## config.mk

```make
export PLATFORM = sky130hd
export DESIGN_NAME = acs_sequencer
export DESIGN_NICKNAME = d
export VERILOG_FILES = /design/src/rtl/acs_pkg.sv /design/src/rtl/acs_tick_if.sv /design/src/rtl/acs_sequencer.sv /design/src/rtl/acs_tick_gen.sv
export SDC_FILE = /design/constraint.sdc
export NUM_CORES = 1
export LEC_CHECK = 0
export ABC_CLOCK_PERIOD_IN_PS = 4100
export BUFFER_PORTS_ARGS = -buffer_cell sky130_fd_sc_hd__buf_2
export CORE_ASPECT_RATIO = 0.9
export CORE_UTILIZATION = 45
export CTS_CLUSTER_DIAMETER = 200
export DETAILED_ROUTE_END_ITERATION = 6
export PLACE_DENSITY = 0.67
export SYNTH_ARGS = -nofsm -noshare
export SYNTH_HDL_FRONTEND = slang
export SYNTH_HIERARCHICAL = 1
export SYNTH_SLANG_ARGS = --single-unit
```

## constraint.sdc

```tcl
create_clock -name REF_CLK -period 4.1 [get_ports REF_CLK]
set_input_delay 0.205 -clock REF_CLK [delete_from_list [all_inputs] [get_ports REF_CLK]]
set_output_delay 0.205 -clock REF_CLK [all_outputs]
set_load 0.02 [all_outputs]
```

## src/rtl/acs_pkg.sv

```systemverilog
// Purpose: constants, types and helpers of the conversion sequencer
// Assumes: 50 MHz REF_CLK; one instruction cycle is four oscillator periods
// Notes:   register map is a 32-bit AXI4-Lite word map, data in bits 7:0, port reads in bits 12:0
package acs_pkg;

  // ****************************************
  // register map
  // ****************************************
  localparam logic [7:0] ACS_CTRL_ADDR   = 8'h00;
  localparam logic [7:0] ACS_PINCFG_ADDR = 8'h04;
  localparam logic [7:0] ACS_TIMING_ADDR = 8'h08;
  localparam logic [7:0] ACS_RESH_ADDR   = 8'h0C;
  localparam logic [7:0] ACS_RESL_ADDR   = 8'h10;
  localparam logic [7:0] ACS_STAT_ADDR   = 8'h14;
  localparam logic [7:0] ACS_PORT_ADDR   = 8'h18;

  localparam int CTRL_EN_BIT   = 0;
  localparam int CTRL_GO_BIT   = 1;
  localparam int CTRL_CHAN_LSB = 2;
  localparam int PIN_PCFG_LSB  = 0;
  localparam int PIN_VCFG_LSB  = 4;
  localparam int TIM_CKS_LSB   = 0;
  localparam int TIM_ACQ_LSB   = 3;
  localparam int TIM_JUST_BIT  = 7;
  localparam int STAT_IRQ_BIT  = 0;

  localparam logic [3:0] PCFG_RST_ANALOG  = 4'h0;
  localparam logic [3:0] PCFG_RST_DIGITAL = 4'h7;
  localparam logic [2:0] ACQ_RST          = 3'h0;
  localparam logic [2:0] CKS_RST          = 3'h0;
  localparam logic [1:0] RESP_OKAY        = 2'h0;
  localparam logic [1:0] RESP_SLVERR      = 2'h2;

  // ****************************************
  // timing
  // ****************************************
  localparam int CLK_MHZ       = 50;
  localparam int TOSC_PER_TCY  = 4;
  localparam int POST_WAIT_TCY = 2;
  localparam int WAIT_CLKS     = POST_WAIT_TCY * TOSC_PER_TCY;
  localparam int CONV_BITS     = 13;
  localparam int STRAP_CLKS    = 3;
  localparam logic [3:0] WAIT_LAST  = 4'(WAIT_CLKS - 1);
  localparam logic [4:0] CONV_LAST  = 5'(CONV_BITS - 1);
  localparam logic [1:0] STRAP_LAST = 2'(STRAP_CLKS);

  typedef enum logic [2:0] {
    ST_SAMPLE = 3'h0,
    ST_DELAY  = 3'h1,
    ST_ACQ    = 3'h3,
    ST_CONV   = 3'h2,
    ST_WAIT   = 3'h6
  } acs_state_type;

  // acquisition length in bit periods
  function automatic logic [4:0] acs_acq_tad_f(input logic [2:0] s);
    case (s)
      3'h1:    return 5'h02;
      3'h2:    return 5'h04;
      3'h3:    return 5'h06;
      3'h4:    return 5'h08;
      3'h5:    return 5'h0C;
      3'h6:    return 5'h10;
      3'h7:    return 5'h14;
      default: return 5'h00;
    endcase
  endfunction : acs_acq_tad_f

  // oscillator periods per bit period: 000=2 100=4 001=8 101=16 010=32 110=64
  function automatic logic [6:0] acs_div_f(input logic [2:0] s);
    return 7'h01 << (3'({s[1:0], s[2]}) + 3'h1);
  endfunction : acs_div_f

  // analog pins are the low ones; high pins turn digital as the code rises
  function automatic logic [12:0] acs_analog_mask_f(input logic [3:0] p);
    return (p < 4'h3) ? 13'h1FFF : (13'h1FFF >> (p - 4'h2));
  endfunction : acs_analog_mask_f

endpackage : acs_pkg

```

## src/rtl/acs_tick_if.sv

```systemverilog
// Purpose: bit-period tick request and answer between sequencer and divider
// Assumes: single clock domain
// Notes:   run low holds the divider at its start
`timescale 1ns/1ps
interface acs_tick_if;
  logic       run;
  logic [2:0] clk_sel;
  logic       rc_edge;
  logic       tick;
  modport seq (output run, output clk_sel, output rc_edge, input tick);
  modport gen (input run, input clk_sel, input rc_edge, output tick);
endinterface : acs_tick_if

```

## src/rtl/acs_sequencer.sv

```systemverilog
// Purpose: acquisition and conversion sequencer of a 12-bit SAR converter
// Assumes: AXI4-Lite master, one write and one read outstanding at most
// Notes:   analog sample network and comparator sit outside this block
// Behaviour
// - nonzero acquisition select samples 2..20 bit periods, then converts itself
// - acquisition select 000: start stops sampling and converts, no interval
// - acquisition select resets to 000, manual mode
// - completion clears start, sets complete flag, resumes sampling
// - no status shows acquisition end or conversion begin; start stays set
// - a conversion lasts exactly 13 bit periods
// - clock select maps to 2,4,8,16,32,64 oscillator periods or rc clock
// - acquisition counts bit periods, so it scales with the clock select
// - manual start delays conversion by one instruction cycle
// - whatever level sits on the selected pin is converted
// - channel and direction bits never alter sequencing
// - port reads return zero on analog pins
// - a strap picks the reset value of the analog pin field
// - clearing start mid-conversion aborts and keeps the old result
// - after completion or abort wait 2 instruction cycles, then sample again
// - discharge before each sample (on enable, CAP_DISCHARGE rises in the same cycle as HOLD_CONNECT); disconnect the capacitor at conversion start
// - enable bit turns the block on; start only acts while enabled
// - result loads right justified when format is 1, left when 0
// - rc clock adds one instruction cycle before the clock runs
//
// The implementer's own choices: register access over AXI4-Lite and the register addresses.
`timescale 1ns/1ps
module acs_sequencer
  import acs_pkg::*;
(
  input  wire logic        REF_CLK,
  input  wire logic        RESET_N,
  input  wire logic [7:0]  S_AXI_AWADDR,
  input  wire logic        S_AXI_AWVALID,
  output logic             S_AXI_AWREADY,
  input  wire logic [31:0] S_AXI_WDATA,
  input  wire logic [3:0]  S_AXI_WSTRB,
  input  wire logic        S_AXI_WVALID,
  output logic             S_AXI_WREADY,
  output logic [1:0]       S_AXI_BRESP,
  output logic             S_AXI_BVALID,
  input  wire logic        S_AXI_BREADY,
  input  wire logic [7:0]  S_AXI_ARADDR,
  input  wire logic        S_AXI_ARVALID,
  output logic             S_AXI_ARREADY,
  output logic [31:0]      S_AXI_RDATA,
  output logic [1:0]       S_AXI_RRESP,
  output logic             S_AXI_RVALID,
  input  wire logic        S_AXI_RREADY,
  input  wire logic        RC_CLK_IN,
  input  wire logic        PORTB_ANALOG_RESET_CFG,
  input  wire logic [11:0] ADC_DATA_IN,
  input  wire logic [12:0] PIN_IN,
  output logic             HOLD_CONNECT,
  output logic             CAP_DISCHARGE,
  output logic             SAR_STEP,
  output logic [3:0]       CHANNEL_SEL,
  output logic [1:0]       VREF_CFG
);

  // ****************************************
  // synchronisers
  // ****************************************
  logic [2:0]  rc_s_q;
  logic [1:0]  strap_s_q;
  logic [11:0] adc_m_q;
  logic [11:0] adc_s_q;
  logic [12:0] pin_m_q;
  logic [12:0] pin_s_q;

  always_ff @(posedge REF_CLK or negedge RESET_N) begin
    if (!RESET_N) begin
      rc_s_q    <= 3'h0;
      strap_s_q <= 2'h0;
      adc_m_q   <= 12'h000;
      adc_s_q   <= 12'h000;
      pin_m_q   <= 13'h0000;
      pin_s_q   <= 13'h0000;
    end else begin
      rc_s_q    <= {rc_s_q[1:0], RC_CLK_IN};
      strap_s_q <= {strap_s_q[0], PORTB_ANALOG_RESET_CFG};
      adc_m_q   <= ADC_DATA_IN;
      adc_s_q   <= adc_m_q;
      pin_m_q   <= PIN_IN;
      pin_s_q   <= pin_m_q;
    end
  end

  // ****************************************
  // bus slave handshake
  // ****************************************
  logic [7:0]  aw_addr_q;
  logic [7:0]  ar_addr_w;
  logic [7:0]  wdata_q;
  logic        wstrb0_q;
  logic        aw_full_q;
  logic        w_full_q;
  logic        wr_w;
  logic        wr_ok_w;
  logic        rd_ok_w;
  logic [31:0] rd_data_w;

  assign ar_addr_w = S_AXI_ARADDR;
  assign wr_w      = aw_full_q && w_full_q && !S_AXI_BVALID;

  always_ff @(posedge REF_CLK or negedge RESET_N) begin
    if (!RESET_N) begin
      aw_addr_q     <= 8'h00;
      wdata_q       <= 8'h00;
      wstrb0_q      <= 1'b0;
      aw_full_q     <= 1'b0;
      w_full_q      <= 1'b0;
      S_AXI_AWREADY <= 1'b1;
      S_AXI_WREADY  <= 1'b1;
      S_AXI_BVALID  <= 1'b0;
      S_AXI_BRESP   <= RESP_OKAY;
    end else begin
      if (S_AXI_AWVALID && S_AXI_AWREADY) begin
        aw_addr_q     <= S_AXI_AWADDR;
        aw_full_q     <= 1'b1;
        S_AXI_AWREADY <= 1'b0;
      end
      if (S_AXI_WVALID && S_AXI_WREADY) begin
        wdata_q      <= S_AXI_WDATA[7:0];
        wstrb0_q     <= S_AXI_WSTRB[0];
        w_full_q     <= 1'b1;
        S_AXI_WREADY <= 1'b0;
      end
      if (wr_w) begin
        aw_full_q    <= 1'b0;
        w_full_q     <= 1'b0;
        S_AXI_BVALID <= 1'b1;
        S_AXI_BRESP  <= wr_ok_w ? RESP_OKAY : RESP_SLVERR;
      end else if (S_AXI_BVALID && S_AXI_BREADY) begin
        S_AXI_BVALID  <= 1'b0;
        S_AXI_AWREADY <= 1'b1;
        S_AXI_WREADY  <= 1'b1;
      end
    end
  end

  always_ff @(posedge REF_CLK or negedge RESET_N) begin
    if (!RESET_N) begin
      S_AXI_ARREADY <= 1'b1;
      S_AXI_RVALID  <= 1'b0;
      S_AXI_RDATA   <= 32'h0000_0000;
      S_AXI_RRESP   <= RESP_OKAY;
    end else if (S_AXI_ARVALID && S_AXI_ARREADY) begin
      S_AXI_ARREADY <= 1'b0;
      S_AXI_RVALID  <= 1'b1;
      S_AXI_RDATA   <= rd_data_w;
      S_AXI_RRESP   <= rd_ok_w ? RESP_OKAY : RESP_SLVERR;
    end else if (S_AXI_RVALID && S_AXI_RREADY) begin
      S_AXI_RVALID  <= 1'b0;
      S_AXI_ARREADY <= 1'b1;
    end
  end

  // ****************************************
  // control registers
  // ****************************************
  logic          en_q;
  logic          en_prev_q;
  logic          go_q;
  logic [2:0]    acq_q;
  logic [2:0]    cks_q;
  logic          just_q;
  logic [3:0]    pcfg_q;
  logic [1:0]    strap_cnt_q;
  logic          irq_q;
  logic [7:0]    res_hi_q;
  logic [7:0]    res_lo_q;
  logic          wr_ctrl_w;
  logic          done_w;
  logic [12:0]   analog_w;
  acs_state_type state_q;

  assign wr_ctrl_w = wr_w && wstrb0_q && (aw_addr_q == ACS_CTRL_ADDR);
  assign analog_w  = acs_analog_mask_f(pcfg_q);
  assign wr_ok_w   = (aw_addr_q <= ACS_STAT_ADDR) && (aw_addr_q[1:0] == 2'h0);
  assign rd_ok_w   = (ar_addr_w <= ACS_PORT_ADDR) && (ar_addr_w[1:0] == 2'h0);

  always_ff @(posedge REF_CLK or negedge RESET_N) begin
    if (!RESET_N) begin
      en_q        <= 1'b0;
      en_prev_q   <= 1'b0;
      CHANNEL_SEL <= 4'h0;
      acq_q       <= ACQ_RST;
      cks_q       <= CKS_RST;
      just_q      <= 1'b0;
      VREF_CFG    <= 2'h0;
      pcfg_q      <= PCFG_RST_ANALOG;
      strap_cnt_q <= 2'h0;
    end else begin
      en_prev_q <= en_q;
      if (strap_cnt_q != STRAP_LAST) begin
        strap_cnt_q <= strap_cnt_q + 2'h1;
        if (strap_cnt_q + 2'h1 == STRAP_LAST) begin
          pcfg_q <= strap_s_q[1] ? PCFG_RST_ANALOG : PCFG_RST_DIGITAL;
        end
      end
      if (wr_w && wstrb0_q) begin
        case (aw_addr_q)
          ACS_CTRL_ADDR: begin
            en_q        <= wdata_q[CTRL_EN_BIT];
            CHANNEL_SEL <= wdata_q[CTRL_CHAN_LSB +: 4];
          end
          ACS_PINCFG_ADDR: begin
            pcfg_q   <= wdata_q[PIN_PCFG_LSB +: 4];
            VREF_CFG <= wdata_q[PIN_VCFG_LSB +: 2];
          end
          ACS_TIMING_ADDR: begin
            cks_q  <= wdata_q[TIM_CKS_LSB +: 3];
            acq_q  <= wdata_q[TIM_ACQ_LSB +: 3];
            just_q <= wdata_q[TIM_JUST_BIT];
          end
          default: begin
          end
        endcase
      end
    end
  end

  // start flag: set by a write while enabled, cleared on completion
  always_ff @(posedge REF_CLK or negedge RESET_N) begin
    if (!RESET_N) begin
      go_q <= 1'b0;
    end else if (!en_q) begin
      go_q <= 1'b0;
    end else if (wr_ctrl_w) begin
      go_q <= wdata_q[CTRL_GO_BIT];
    end else if (done_w) begin
      go_q <= 1'b0;
    end
  end

  always_ff @(posedge REF_CLK or negedge RESET_N) begin
    if (!RESET_N) begin
      irq_q <= 1'b0;
    end else if (done_w) begin
      irq_q <= 1'b1;
    end else if (wr_w && wstrb0_q && aw_addr_q == ACS_STAT_ADDR && wdata_q[STAT_IRQ_BIT]) begin
      irq_q <= 1'b0;
    end
  end

  // result pair holds its value on abort; only completion or a write changes it
  always_ff @(posedge REF_CLK or negedge RESET_N) begin
    if (!RESET_N) begin
      res_hi_q <= 8'h00;
      res_lo_q <= 8'h00;
    end else if (done_w) begin
      if (just_q) begin
        res_hi_q <= {4'h0, adc_s_q[11:8]};
        res_lo_q <= adc_s_q[7:0];
      end else begin
        res_hi_q <= adc_s_q[11:4];
        res_lo_q <= {adc_s_q[3:0], 4'h0};
      end
    end else if (wr_w && wstrb0_q) begin
      if (aw_addr_q == ACS_RESH_ADDR) res_hi_q <= wdata_q;
      if (aw_addr_q == ACS_RESL_ADDR) res_lo_q <= wdata_q;
    end
  end

  // no read shows the sequencer phase, only the start flag
  always_comb begin
    rd_data_w = 32'h0000_0000;
    case (ar_addr_w)
      ACS_CTRL_ADDR:   rd_data_w[5:0]  = {CHANNEL_SEL, go_q, en_q};
      ACS_PINCFG_ADDR: rd_data_w[5:0]  = {VREF_CFG, pcfg_q};
      ACS_TIMING_ADDR: rd_data_w[7:0]  = {just_q, 1'b0, acq_q, cks_q};
      ACS_RESH_ADDR:   rd_data_w[7:0]  = res_hi_q;
      ACS_RESL_ADDR:   rd_data_w[7:0]  = res_lo_q;
      ACS_STAT_ADDR:   rd_data_w[0]    = irq_q;
      ACS_PORT_ADDR:   rd_data_w[12:0] = pin_s_q & ~analog_w;
      default:         rd_data_w       = 32'h0000_0000;
    endcase
  end

  // ****************************************
  // sequencer
  // ****************************************
  acs_tick_if tk ();
  logic [4:0] cnt_q;
  logic [3:0] cyc_q;
  logic [4:0] acq_tad_w;
  logic       manual_w;
  logic       rc_w;
  logic [1:0] dly_tcy_w;
  logic [3:0] dly_last_w;
  logic       enter_conv_w;
  logic       leave_wait_w;

  assign tk.run     = (state_q == ST_ACQ) || (state_q == ST_CONV);
  assign tk.clk_sel = cks_q;
  assign tk.rc_edge = rc_s_q[1] && !rc_s_q[2];

  acs_tick_gen #(.CNT_W(7)) u_tick (
    .clk   (REF_CLK),
    .rst_n (RESET_N),
    .tk    (tk.gen)
  );

  assign acq_tad_w    = acs_acq_tad_f(acq_q);
  assign manual_w     = (acq_q == 3'h0);
  assign rc_w         = (cks_q[1:0] == 2'h3);
  assign dly_tcy_w    = {1'b0, manual_w} + {1'b0, rc_w};
  assign dly_last_w   = 4'(dly_tcy_w * TOSC_PER_TCY - 1);
  assign enter_conv_w = go_q && ((state_q == ST_DELAY && cyc_q == dly_last_w && manual_w)
                      || (state_q == ST_ACQ && tk.tick && cnt_q == acq_tad_w - 5'h01));
  assign done_w       = go_q && state_q == ST_CONV && tk.tick && cnt_q == CONV_LAST;
  assign leave_wait_w = en_q && state_q == ST_WAIT && cyc_q == WAIT_LAST;

  // channel and pin direction never enter this machine
  always_ff @(posedge REF_CLK or negedge RESET_N) begin
    if (!RESET_N) begin
      state_q <= ST_SAMPLE;
      cnt_q   <= 5'h00;
      cyc_q   <= 4'h0;
    end else if (!en_q) begin
      state_q <= ST_SAMPLE;
      cnt_q   <= 5'h00;
      cyc_q   <= 4'h0;
    end else begin
      case (state_q)
        ST_SAMPLE: begin
          cnt_q <= 5'h00;
          cyc_q <= 4'h0;
          if (go_q) begin
            state_q <= (dly_tcy_w != 2'h0) ? ST_DELAY : ST_ACQ;
          end
        end
        ST_DELAY: begin
          if (!go_q) begin
            state_q <= ST_WAIT;
            cyc_q   <= 4'h0;
          end else if (cyc_q == dly_last_w) begin
            cyc_q   <= 4'h0;
            state_q <= manual_w ? ST_CONV : ST_ACQ;
          end else begin
            cyc_q <= cyc_q + 4'h1;
          end
        end
        ST_ACQ: begin
          if (!go_q) begin
            state_q <= ST_WAIT;
            cyc_q   <= 4'h0;
          end else if (enter_conv_w) begin
            state_q <= ST_CONV;
            cnt_q   <= 5'h00;
          end else if (tk.tick) begin
            cnt_q <= cnt_q + 5'h01;
          end
        end
        ST_CONV: begin
          if (!go_q || done_w) begin
            state_q <= ST_WAIT;
            cyc_q   <= 4'h0;
          end else if (tk.tick) begin
            cnt_q <= cnt_q + 5'h01;
          end
        end
        ST_WAIT: begin
          if (leave_wait_w) begin
            state_q <= ST_SAMPLE;
          end
          cyc_q <= cyc_q + 4'h1;
        end
        default: state_q <= ST_SAMPLE;
      endcase
    end
  end

  always_ff @(posedge REF_CLK or negedge RESET_N) begin
    if (!RESET_N) begin
      HOLD_CONNECT  <= 1'b0;
      CAP_DISCHARGE <= 1'b0;
      SAR_STEP      <= 1'b0;
    end else begin
      HOLD_CONNECT  <= en_q && !enter_conv_w && (state_q == ST_SAMPLE
                       || state_q == ST_DELAY || state_q == ST_ACQ);
      CAP_DISCHARGE <= leave_wait_w || (en_q && !en_prev_q);
      SAR_STEP      <= state_q == ST_CONV && go_q && tk.tick;
    end
  end
endmodule : acs_sequencer

```

## src/rtl/acs_tick_gen.sv

```systemverilog
// Purpose: conversion bit-period tick from the oscillator or the rc clock
// Assumes: rc_edge is already synchronised, one cycle per rc rising edge
// Notes:   tick is a one-cycle pulse, first one a full period after run rises, or at the next rc edge on the rc clock
`timescale 1ns/1ps
module acs_tick_gen
  import acs_pkg::*;
#(
  parameter int CNT_W = 7
) (
  input wire logic clk,
  input wire logic rst_n,
  acs_tick_if.gen  tk
);

  logic [CNT_W-1:0] cnt_q;
  logic [CNT_W-1:0] div_w;
  logic             tick_q;

  if (CNT_W < 7) begin : g_chk
    $error("acs_tick_gen: CNT_W below 7 cannot divide by 64");
  end

  assign div_w   = CNT_W'(acs_div_f(tk.clk_sel));
  assign tk.tick = tick_q;

  always_ff @(posedge clk or negedge rst_n) begin
    // idle count starts at one, so the registered tick lands a full period in
    if (!rst_n) begin
      cnt_q  <= CNT_W'(1);
      tick_q <= 1'b0;
    end else if (!tk.run) begin
      cnt_q  <= CNT_W'(1);
      tick_q <= 1'b0;
    end else if (tk.clk_sel[1:0] == 2'h3) begin
      tick_q <= tk.rc_edge;
    end else if (cnt_q == div_w - CNT_W'(1)) begin
      cnt_q  <= '0;
      tick_q <= 1'b1;
    end else begin
      cnt_q  <= cnt_q + CNT_W'(1);
      tick_q <= 1'b0;
    end
  end

endmodule : acs_tick_gen

```

==> run summary <==
critical-path maximum fanout = 15
# placed instances = 893
YS warnings = 6
pin count of the biggest net entering global routing = 122
Slew headroom = 25.9%
hold depth = 2
grt met1 use = 25.8%
core box area = 15500 um2
leading cell types in the layout, fill and taps excluded = dfrtp_1, buf_2, nand2_1, dlygate4sd3_1, o21ai_0
CTS tree = done
CP required = 4.39 ns
CTS Root Buffer Type = clkbuf_16
final setup TNS = 0 ns
routability cong. = 0.874
Min Hold Slack = 0.0102 ns
1st-iter DRT viols = 285
syn_area_per_cell = 11.4 um2
Critical Path, Cell by Cell = and2_1 -> ha_1 -> nand2_1 -> ha_1 -> xor2_1 -> xnor2_1 -> a311o_1 -> a311o_1 -> nor4_4 -> nor3_1
number of buffers and inverters on the critical path = 0
post-route ant nets = 0
crit path time final = 3.39 ns
I/O pin count = 136
# port buffers = 87
asr flop ratio synth = 100%
Worst-Margin Slew = 1.11 ns
Die Span X = 135 um
num rows = 43
DR vias/cell = 5.36
max incr delay on CP = 0.54 ns
setup bufs post-CTS = 0
die height = 122 um
worst skew pair latency = 0.43 ns
fraction of layout cells with a size suffix above 1 = 21.9%
GRT overflow = 0
Max Fclk = 295 MHz
CTS sink count = 156
number of flops mapped to enable cells by yosys = 0
P per Cell Area = 445 nW/um2
Seq cells post-synth = 156
Crit Path Class = register to register
Non-Filler Instances = 966
Initial Utilization = 46.2%
die area = 16400 um2
synthesized area = 7160 um2
Critical Path End Type = register
final wirelength = 15.3 mm
initial antenna violation count = 0
CTS H-tree lvls = 4
gr busiest metal = met2
number of cells produced by synthesis = 627
Layout area overhead = 20.5%
Max Root-Sink Buffers = 2
first-pass GRT wire length = 25.6 mm
# DRC = 0
n_diodes = 0
Nets = 852
Clock Skews = 0.0121 ns
via count = 5174
sequential share of the synthesized area = 54.6%
overall power = 0.00384 W
Synth Flop Type = dfrtp_1
DR WL/cell = 15.8 um
Peak supply drop = 0.325 mV
Pins Over Slew Limit = 0
routing usage on met2 = 32.7%
Fillers = 1300
Placed Instance Area = 7670 um2
Yosys cell types = 73
cell family with most CP delay = simple AND/OR/NAND/NOR gates
fin crit share = 82.8%
RSZ-0062 raised after global routing = false
CP Depth = 10
GRT Util Overall = 20.2%
post-detail-place hpwl = 10.4 mm
HP Class = primary input to register
DR pass1 iterations = 5
TritonCTS buffer count = 17
CP Launch Type = register
Worst path slowest cell = dfrtp_1
Crit path arrival time = 3.69 ns
met3 Use GR = 5.16%
final hold viol count = 0
total leakage power = 3.99 nW
vias in the first global route = 5210
status = completed
Max Cap Viol = 0
Setup Viol. Count Final = 0
most common cell after layout, fill and taps aside = dfrtp_1
Design Area, Final = 8620 um2
clk slew on worst S/H paths = 0.06 ns
R2R cell count = 10
-- per-stage QoR --
| step | setup slack (ns) | utilization [%] |
|---|---|---|
| 2_1_floorplan | 0.965 | - |
| 3_3_place_gp | 0.932 | 49.5 |
| 3_5_place_dp | 0.744 | 49.5 |
| 4_1_cts | 0.737 | 55.5 |
| 5_1_grt | 0.458 | 55.7 |
| 6_report | 0.707 | 55.7 |
-- cell type report --
class	instances	area, um2	share of cell area [%]
flip-flops and latches	156	3910	45.3
multi-input cells	422	2960	34.4
repair buffers	129	860	9.97
clock buffers	19	433	5.02
well taps	202	253	2.93
clock inverters	13	111	1.29
inverters	25	93.8	1.09
-- flip-flops by register name, summed over array words and instances, names as in the netlist, 2 cells and up --
register      flops
CHANNEL_SEL       4
S_AXI_RDATA      13
VREF_CFG          2
acq_q             3
adc_m_q          12
adc_s_q          12
aw_addr_q         8
cks_q             3
cnt_q             5
cyc_q             4
pcfg_q            4
pin_m_q          13
pin_s_q          13
rc_s_q            3
res_hi_q          8
res_lo_q          8
state_q           3
strap_cnt_q       2
strap_s_q         2
u_tick/cnt_q      7
wdata_q           8
-- metal layers --
layer	up-vias	wire length, um	share of wire [%]
li1	2461	-	-
met1	2523	6770	44
met2	165	7490	49
met3	25	648	4.2
met4	0	359	2.4
met5	-	0	0
-- cell usage after synthesis (4+ instances only) --
cell type / count / area [um2]
nor3_1: 9 / 45.0
xor2_1: 8 / 70.1
inv_1: 25 / 93.8
o21ai_0: 38 / 190
clkbuf_1: 15 / 56.3
a2bb2oi_1: 4 / 35.0
a22o_1: 5 / 43.8
nor2b_1: 12 / 75.1
buf_4: 21 / 158
o22ai_1: 6 / 37.5
ha_1: 15 / 188
a32o_1: 5 / 50.1
a21oi_1: 35 / 175
nand3_1: 11 / 55.1
nand2_1: 48 / 180
a211oi_1: 10 / 75.1
dfstp_2: 4 / 105
mux2i_1: 29 / 290
nor2_1: 26 / 97.6
and3_1: 8 / 50.1
o31ai_1: 4 / 30.0
and2_1: 13 / 81.3
nand4_1: 5 / 31.3
xnor2_1: 10 / 87.6
a32oi_1: 6 / 52.6
buf_2: 4 / 20.0
dfrtp_1: 152 / 3800
mux2_2: 29 / 327
-- final timing paths --
kind                                       from                          end  slack (ns)
max                        cks_q[0]$_DFFE_PN0P_  u_tick/cnt_q[2]$_DFFE_PN0P_        0.71
min                              S_AXI_WDATA[7]       wdata_q[7]$_DFFE_PN0P_        0.01
max reg2reg                cks_q[0]$_DFFE_PN0P_  u_tick/cnt_q[2]$_DFFE_PN0P_        0.71
min reg2reg                pin_m_q[7]$_DFF_PN0_         pin_s_q[7]$_DFF_PN0_        0.35
max in group asynchronous               RESET_N   S_AXI_RDATA[3]$_DFFE_PN0P_        2.49
min in group asynchronous               RESET_N         cnt_q[0]$_DFFE_PN0P_        0.52
-- kinds of logic (layout without fill, tap and decap cells) --
kind of cell / count (synthesis) / after routing / share of synthesized area [%]
xor gates and xnor gates: 18 / 18 / 2.20
adders and majority gates: 15 / 15 / 2.62
muxes: 61 / 61 / 9.35
AOI/OAI and AO/OA: 145 / 145 / 13.5
other: 1 / 21 / 0.0524
and+or+nand+nor: 162 / 162 / 12.6
buffers and inverters: 69 / 186 / 5.00
DFF: 156 / 156 / 54.6
-- report_power, final --
group	internal, W	switching, W
Combinational	0.000240	0.000261
Sequential	0.00171	0.000187
Clock	0.000790	0.000657
-- timing repair --
| action | CTS | global route |
|---|---|---|
| hold endpoints to repair | 56 | 3 |
| hold buffers | 38 | 3 |
| gates resized for setup | 0 | 0 |
(Power assumes the default switching activity.)
